==> config.mk <==
export PLATFORM = sky130hd
export DESIGN_NAME = srls_sdr_read_latency_selector
export DESIGN_NICKNAME = d
export VERILOG_FILES = /design/src/hdl/srls_pkg.sv /design/src/hdl/srls_table.sv /design/src/hdl/srls_sdr_read_latency_selector.sv
export SDC_FILE = /design/constraint.sdc
export NUM_CORES = 1
export LEC_CHECK = 0
export ABC_CLOCK_PERIOD_IN_PS = 1300
export BUFFER_PORTS_ARGS = -buffer_cell sky130_fd_sc_hd__buf_2
export CAP_MARGIN = 20
export CORE_UTILIZATION = 41
export CTS_CLUSTER_DIAMETER = 120
export DETAILED_ROUTE_END_ITERATION = 6
export GPL_TIMING_DRIVEN = 0
export PLACE_DENSITY = 0.73
export SYNTH_ARGS = -nofsm -noshare
export SYNTH_HDL_FRONTEND = slang
export SYNTH_SLANG_ARGS = --single-unit
==> constraint.sdc <==
create_clock -name clock_in -period 1.3 [get_ports clock_in]
set_input_delay 0.26 -clock clock_in [delete_from_list [all_inputs] [get_ports clock_in]]
set_output_delay 0.26 -clock clock_in [all_outputs]
set_load 0.05 [all_outputs]
==> src/hdl/srls_pkg.sv <==
// Package with opcodes, latency codes and table constants for the read latency selector
package srls_pkg;

    // Latency code values
    localparam logic [1:0] SRLS_CODE_00 = 2'h0;
    localparam logic [1:0] SRLS_CODE_01 = 2'h1;
    localparam logic [1:0] SRLS_CODE_10 = 2'h2;
    localparam logic [1:0] SRLS_CODE_11 = 2'h3;

    // Serial clock limits per row, in MHz
    localparam logic [7:0] SRLS_FREQ_ROW2 = 8'h32;
    localparam logic [7:0] SRLS_FREQ_ROW3 = 8'h50;
    localparam logic [7:0] SRLS_FREQ_ROW4 = 8'h5a;
    localparam logic [7:0] SRLS_FREQ_ROW5 = 8'h68;
    localparam logic [7:0] SRLS_FREQ_ROW6 = 8'h85;

    // Cycle counts
    localparam logic [7:0] SRLS_NOT_SUPP = 8'hff;
    localparam logic [7:0] SRLS_CYC_0    = 8'h00;
    localparam logic [7:0] SRLS_CYC_1    = 8'h01;
    localparam logic [7:0] SRLS_CYC_2    = 8'h02;
    localparam logic [7:0] SRLS_CYC_4    = 8'h04;
    localparam logic [7:0] SRLS_CYC_5    = 8'h05;
    localparam logic [7:0] SRLS_CYC_6    = 8'h06;
    localparam logic [7:0] SRLS_CYC_8    = 8'h08;

    // Opcodes, three- and four-byte address forms
    localparam logic [7:0] SRLS_OP_READ3  = 8'h03;
    localparam logic [7:0] SRLS_OP_READ4  = 8'h13;
    localparam logic [7:0] SRLS_OP_FAST3  = 8'h0b;
    localparam logic [7:0] SRLS_OP_FAST4  = 8'h0c;
    localparam logic [7:0] SRLS_OP_DOUT3  = 8'h3b;
    localparam logic [7:0] SRLS_OP_DOUT4  = 8'h3c;
    localparam logic [7:0] SRLS_OP_QOUT3  = 8'h6b;
    localparam logic [7:0] SRLS_OP_QOUT4  = 8'h6c;
    localparam logic [7:0] SRLS_OP_DIO3   = 8'hbb;
    localparam logic [7:0] SRLS_OP_DIO4   = 8'hbc;
    localparam logic [7:0] SRLS_OP_QIO3   = 8'heb;
    localparam logic [7:0] SRLS_OP_QIO4   = 8'hec;

    // Reset values of the outputs
    localparam logic [7:0] SRLS_RST_CYC   = 8'hff;

    typedef enum logic [2:0] {
        SRLS_RD_NORMAL,
        SRLS_RD_FAST,
        SRLS_RD_DOUT,
        SRLS_RD_QOUT,
        SRLS_RD_DIO,
        SRLS_RD_QIO,
        SRLS_RD_NONE
    } srls_kind_t;

endpackage : srls_pkg

==> src/hdl/srls_table.sv <==
// Combinational latency code table: mode and dummy cycles per row and command kind
`timescale 1ns/1ps
`default_nettype none
module srls_table (
    // Lookup
    input  wire logic [1:0]          code_in,
    input  wire logic                fast_row_in,
    input  wire srls_pkg::srls_kind_t kind_in,
    // Result
    output logic [7:0]               mode_out,
    output logic [7:0]               dummy_out
);
    import srls_pkg::*;

    always_comb begin
        mode_out  = SRLS_NOT_SUPP;
        dummy_out = SRLS_NOT_SUPP;
        if (fast_row_in) begin
            // Highest frequency row: only fast read survives
            if (kind_in == SRLS_RD_FAST) begin
                mode_out  = SRLS_CYC_0;
                dummy_out = SRLS_CYC_8;
            end
        end else begin
            unique case (kind_in)
                SRLS_RD_NORMAL: begin
                    if (code_in == SRLS_CODE_11) begin
                        mode_out  = SRLS_CYC_0;
                        dummy_out = SRLS_CYC_0;
                    end
                end
                SRLS_RD_FAST, SRLS_RD_DOUT, SRLS_RD_QOUT: begin
                    mode_out  = SRLS_CYC_0;
                    dummy_out = (code_in == SRLS_CODE_11) ? SRLS_CYC_0 : SRLS_CYC_8;
                end
                SRLS_RD_DIO: begin
                    mode_out = SRLS_CYC_0;
                    unique case (code_in)
                        SRLS_CODE_11: dummy_out = SRLS_CYC_4;
                        SRLS_CODE_00: dummy_out = SRLS_CYC_4;
                        SRLS_CODE_01: dummy_out = SRLS_CYC_5;
                        SRLS_CODE_10: dummy_out = SRLS_CYC_6;
                    endcase
                end
                SRLS_RD_QIO: begin
                    mode_out = SRLS_CYC_2;
                    unique case (code_in)
                        SRLS_CODE_11: dummy_out = SRLS_CYC_1;
                        SRLS_CODE_00: dummy_out = SRLS_CYC_4;
                        SRLS_CODE_01: dummy_out = SRLS_CYC_4;
                        SRLS_CODE_10: dummy_out = SRLS_CYC_5;
                    endcase
                end
                SRLS_RD_NONE: begin
                    mode_out  = SRLS_NOT_SUPP;
                    dummy_out = SRLS_NOT_SUPP;
                end
                default: begin
                    mode_out  = SRLS_NOT_SUPP;
                    dummy_out = SRLS_NOT_SUPP;
                end
            endcase
        end
    end

endmodule : srls_table
`default_nettype wire

==> src/hdl/srls_sdr_read_latency_selector.sv <==
// Top of the read latency selector: decodes opcode, looks up cycles, registers result
// How it works
// - Code 11b, up to 50 MHz: plain, fast, dual and quad out need no extra cycles.
// - Code 11b: dual I/O four dummy; quad I/O two mode, one dummy.
// - Code 00b, up to 80 MHz: fast, dual and quad out take eight dummy.
// - Code 00b: dual I/O four dummy; quad I/O two mode, four dummy.
// - Code 01b, 90 MHz: eight dummy; dual I/O five; quad I/O two plus four.
// - Code 10b, 104 MHz: eight dummy; dual I/O six; quad I/O two plus five.
// - Code 10b at 133 MHz: only fast read, eight dummy cycles.
// - Plain read unsupported above 50 MHz; FFh marks any unsupported entry.
// - Quad I/O in the 133 MHz row reports FFh for mode and dummy.
// - Opcodes 03/13, 0B/0C, 3B/3C, 6B/6C, BB/BC, EB/EC; second takes four bytes.
`timescale 1ns/1ps
`default_nettype none
module srls_sdr_read_latency_selector (
    // Clock and reset
    input  wire logic        clock_in,
    input  wire logic        sys_rst_in,
    // Configuration
    input  wire logic [1:0]  latency_code_in,
    input  wire logic        high_freq_in,
    // Command
    input  wire logic        cmd_valid_in,
    input  wire logic [7:0]  opcode_in,
    // Result
    output logic             result_valid_out,
    output logic             read_cmd_out,
    output logic             addr4_out,
    output logic             supported_out,
    output logic [7:0]       mode_cycles_out,
    output logic [7:0]       dummy_cycles_out,
    output logic [7:0]       freq_limit_out
);
    import srls_pkg::*;

    // Maps an opcode to its read kind
    function automatic srls_kind_t decode_kind(input logic [7:0] op);
        unique case (op)
            SRLS_OP_READ3, SRLS_OP_READ4: decode_kind = SRLS_RD_NORMAL;
            SRLS_OP_FAST3, SRLS_OP_FAST4: decode_kind = SRLS_RD_FAST;
            SRLS_OP_DOUT3, SRLS_OP_DOUT4: decode_kind = SRLS_RD_DOUT;
            SRLS_OP_QOUT3, SRLS_OP_QOUT4: decode_kind = SRLS_RD_QOUT;
            SRLS_OP_DIO3,  SRLS_OP_DIO4:  decode_kind = SRLS_RD_DIO;
            SRLS_OP_QIO3,  SRLS_OP_QIO4:  decode_kind = SRLS_RD_QIO;
            default:                      decode_kind = SRLS_RD_NONE;
        endcase
    endfunction : decode_kind

    // Four-byte address forms
    function automatic logic is_addr4(input logic [7:0] op);
        is_addr4 = (op == SRLS_OP_READ4) || (op == SRLS_OP_FAST4) || (op == SRLS_OP_DOUT4)
                || (op == SRLS_OP_QOUT4) || (op == SRLS_OP_DIO4) || (op == SRLS_OP_QIO4);
    endfunction : is_addr4

    srls_kind_t  kind;
    logic [7:0]  tab_mode;
    logic [7:0]  tab_dummy;
    logic        fast_row;
    logic [7:0]  freq_next;

    assign kind = decode_kind(opcode_in);
    // The 133 MHz row exists only under code 10b
    assign fast_row = high_freq_in && (latency_code_in == SRLS_CODE_10);

    srls_table u_table (
        .code_in     (latency_code_in),
        .fast_row_in (fast_row),
        .kind_in     (kind),
        .mode_out    (tab_mode),
        .dummy_out   (tab_dummy)
    );

    always_comb begin
        unique case (latency_code_in)
            SRLS_CODE_11: freq_next = SRLS_FREQ_ROW2;
            SRLS_CODE_00: freq_next = SRLS_FREQ_ROW3;
            SRLS_CODE_01: freq_next = SRLS_FREQ_ROW4;
            SRLS_CODE_10: freq_next = fast_row ? SRLS_FREQ_ROW6 : SRLS_FREQ_ROW5;
        endcase
    end

    // Handshake flag: one-cycle pulse per accepted command
    always_ff @(posedge clock_in) begin
        if (sys_rst_in) begin
            result_valid_out <= 1'b0;
        end else begin
            result_valid_out <= cmd_valid_in;
        end
    end

    // Result fields hold until the next command
    always_ff @(posedge clock_in) begin
        if (sys_rst_in) begin
            read_cmd_out     <= 1'b0;
            addr4_out        <= 1'b0;
            supported_out    <= 1'b0;
            mode_cycles_out  <= SRLS_RST_CYC;
            dummy_cycles_out <= SRLS_RST_CYC;
        end else if (cmd_valid_in) begin
            read_cmd_out     <= (kind != SRLS_RD_NONE);
            addr4_out        <= is_addr4(opcode_in);
            // FFh in either count means unsupported at this frequency
            supported_out    <= (tab_mode != SRLS_NOT_SUPP) && (tab_dummy != SRLS_NOT_SUPP);
            mode_cycles_out  <= tab_mode;
            dummy_cycles_out <= tab_dummy;
        end
    end

    // Clock limit follows the configuration continuously
    always_ff @(posedge clock_in) begin
        if (sys_rst_in) begin
            freq_limit_out <= SRLS_FREQ_ROW2;
        end else begin
            freq_limit_out <= freq_next;
        end
    end

endmodule : srls_sdr_read_latency_selector
`default_nettype wire

==> metrics.txt <==
run status completed; share of the synthesized area in the top cell type 0.376; vias in the first global route 895; Die Area 0.00240 sq mm; RSZ-0062 raised after global routing no; min-delay src latency_code_in[1]; Core Region 0.00202 sq mm; total setup buffers inserted after CTS 0; Yosys top cell by area dfxtp_1; Pre-antenna DRT Iters 2; vias per inst 5.06; GP Congestion 0.834; Row Count 16; initial core utilization 0.448; Period minus WS final 1240 ps; leakage 0.000543 uW; flop-to-flop setup slack 410 ps; predominant post-synthesis flop cell dfxtp_1; Critical Path End Type output port; clock latency on the worst-skew pair 280 ps; WHS Path Cells 2; worst hold margin 205 ps; slowest CP cell dfxtp_4; clk slew on worst S/H paths 100 ps; Largest stage delay, worst path 380 ps; P per Cell Area 1010 mW/mm^2; DRT antenna net count 0; antenna diode count 0; largest net degree at the start of global routing 11; H-tree depth 1; Clock Skews 0 ps; initial antenna violation count 0; Most common cell on crit path buf_4; # DRC 0; final WL 2080 um; Ports 42; Worst VDD drop 0.445 mV; root buf cell clkbuf_4; Worst-Margin Slew 450 ps; GRT Overall Usage 0.202; Tightest Hold Check Type primary input to flop; endpoints failing setup 0; Layout Cells excl Fill 168; WP data required 1040 ps; Reg2Reg Depth 3; grt total ovfl 0; commonest non-fill, non-tap cell in the layout buf_2; CTS tree yes; Max Fanout on Critical Path 8; clock sink count 17; Die Wd 49.0 um; post-synthesis sequential area ratio 0.376; Total Power 1210 uW; Layout Nets 156; CP arrival 980 ps; CP Class flop to output port; Chip Height 49.0 um; area growth from synthesis to layout 31.8%; Relative slew margins 0.700; Fillers 198; Worst Hold End freq_limit_out[3]; r2r startpoint dummy_cycles_out[1]; max-cap violation count 0; crit share post-route 0.954; Avg Inst Size Synth 9.24 sq um; Hold Fails Final Rpt 0; DP Cell Count 164; Startpoint Class flop; PortBufs 39; synth unique cells 39; Final Max Slew Viols 0; post-layout util 0.590; YS warnings 0; CP Cell Sequence buf_4 -> buf_4; reg2reg end dummy_cycles_out[1]; achievable frequency 0.806 GHz; vias 850; share of cells above drive strength 1 0.475; share of synthesized registers carrying an async set or reset 0; Num CTS Buffers 3; largest cells by area after synthesis dfxtp_1 38%, buf_4 9.1%, nor2_1 3.3%; first-pass GRT wire length 3800 um; register bit count reported by yosys 17; cells after synthesis 98; Syn Std Cell Area 906 sq um; per-cell routed wire length 12.4 um; Mapped Nets 112; initial DRC count 9; Max Root-Sink Buffers 2; Post-synth EDFFs 0; most frequent cells in the layout 28 x buf_2, 20 x buf_4, 16 x dfxtp_1
==> worst max-delay path, delay by kind of cell (launching register included) <==
kind	cells	cell delay, ps
buf+inv	2	310
flops	1	380
==> cell families after synthesis <==
family                 synth area share
AOI/OAI and AO/OA                 0.278
buffers and inverters             0.122
DFF                               0.376
and+or+nand+nor                   0.225
==> where the power goes <==
part	total (uW)	switching (uW)	internal, uW	leakage [uW]
Combinational	366	248	118	0.000385
Clock	283	169	114	0.0000177
Sequential	558	12.5	545	0.000141
==> per-stage QoR <==
| step | setup TNS [ps] | area (sq um) | worst slack, ps |
|---|---|---|---|
| 6_report | 0 | 1190 | 59.9 |
| 3_5_place_dp | -1300 | 1130 | -171 |
| 5_1_grt | 0 | 1190 | 4.89 |
| 4_1_cts | 0 | 1190 | 31.1 |
| 2_1_floorplan | 0 | 906 | 27.7 |
| 3_3_place_gp | -1250 | 1130 | -172 |
==> worst max-delay path by stage <==
| stage | startpoint | end | slack [ps] | cells after the start |
|---|---|---|---|---|
| global route | dummy_cycles_out[6] | dummy_cycles_out[5] | 5 | 2 |
| CTS | mode_cycles_out[6] | mode_cycles_out[4] | 30 | 2 |
| detailed placement | opcode_in[7] | dummy_cycles_out[0] | -170 | 5 |
| global placement | opcode_in[7] | dummy_cycles_out[3] | -170 | 5 |
| finish | mode_cycles_out[6] | mode_cycles_out[7] | 60 | 2 |
| floorplan | mode_cycles_out[6] | mode_cycles_out[2] | 30 | 1 |
==> metal layers <==
layer,global-route usage,part of all wire,vias up
met4,0.0784,0.0072,0
met5,0,0,-
met3,0.0218,0.028,2
met1,0.224,0.44,387
li1,-,-,436
met2,0.389,0.52,25
==> synth_stat cells (all sizes together), types with 2 or more instances <==
cell type  instances
a21oi              4
buf               12
a221oi             3
clkbuf             2
o21a               5
nand3b             2
o21ai              5
nor2b              3
nor2               8
nor3               3
o211ai             4
nand2              5
nand2b             2
inv                2
and2b              2
dfxtp             17
a311oi             2
a21o               2
==> area by class of cell <==
| type | count | area, sq um | share of cell area |
|---|---|---|---|
| well taps | 27 | 33.8 | 0.0283 |
| inverters | 2 | 7.51 | 0.00629 |
| clock buffers | 3 | 22.5 | 0.0189 |
| plain buffers | 14 | 103 | 0.0860 |
| multi-input cells | 65 | 455 | 0.382 |
| flip-flops and latches | 17 | 344 | 0.288 |
| clock inverters | 1 | 5.00 | 0.00419 |
| repair buffers | 39 | 223 | 0.187 |
==> registers in the layout, summed over array words and instances (netlist names) <==
signal / flops
dummy_cycles_out: 5
addr4_out: 1
mode_cycles_out: 2
result_valid_out: 1
supported_out: 1
freq_limit_out: 6
read_cmd_out: 1
==> repair_timing <==
item	in CTS	in global routing
hold endpoints to repair	0	0
setup endpoints to repair	10	8
resized for setup	10	3
hold buffers	0	0
Power figures use the tool's default switching activity.
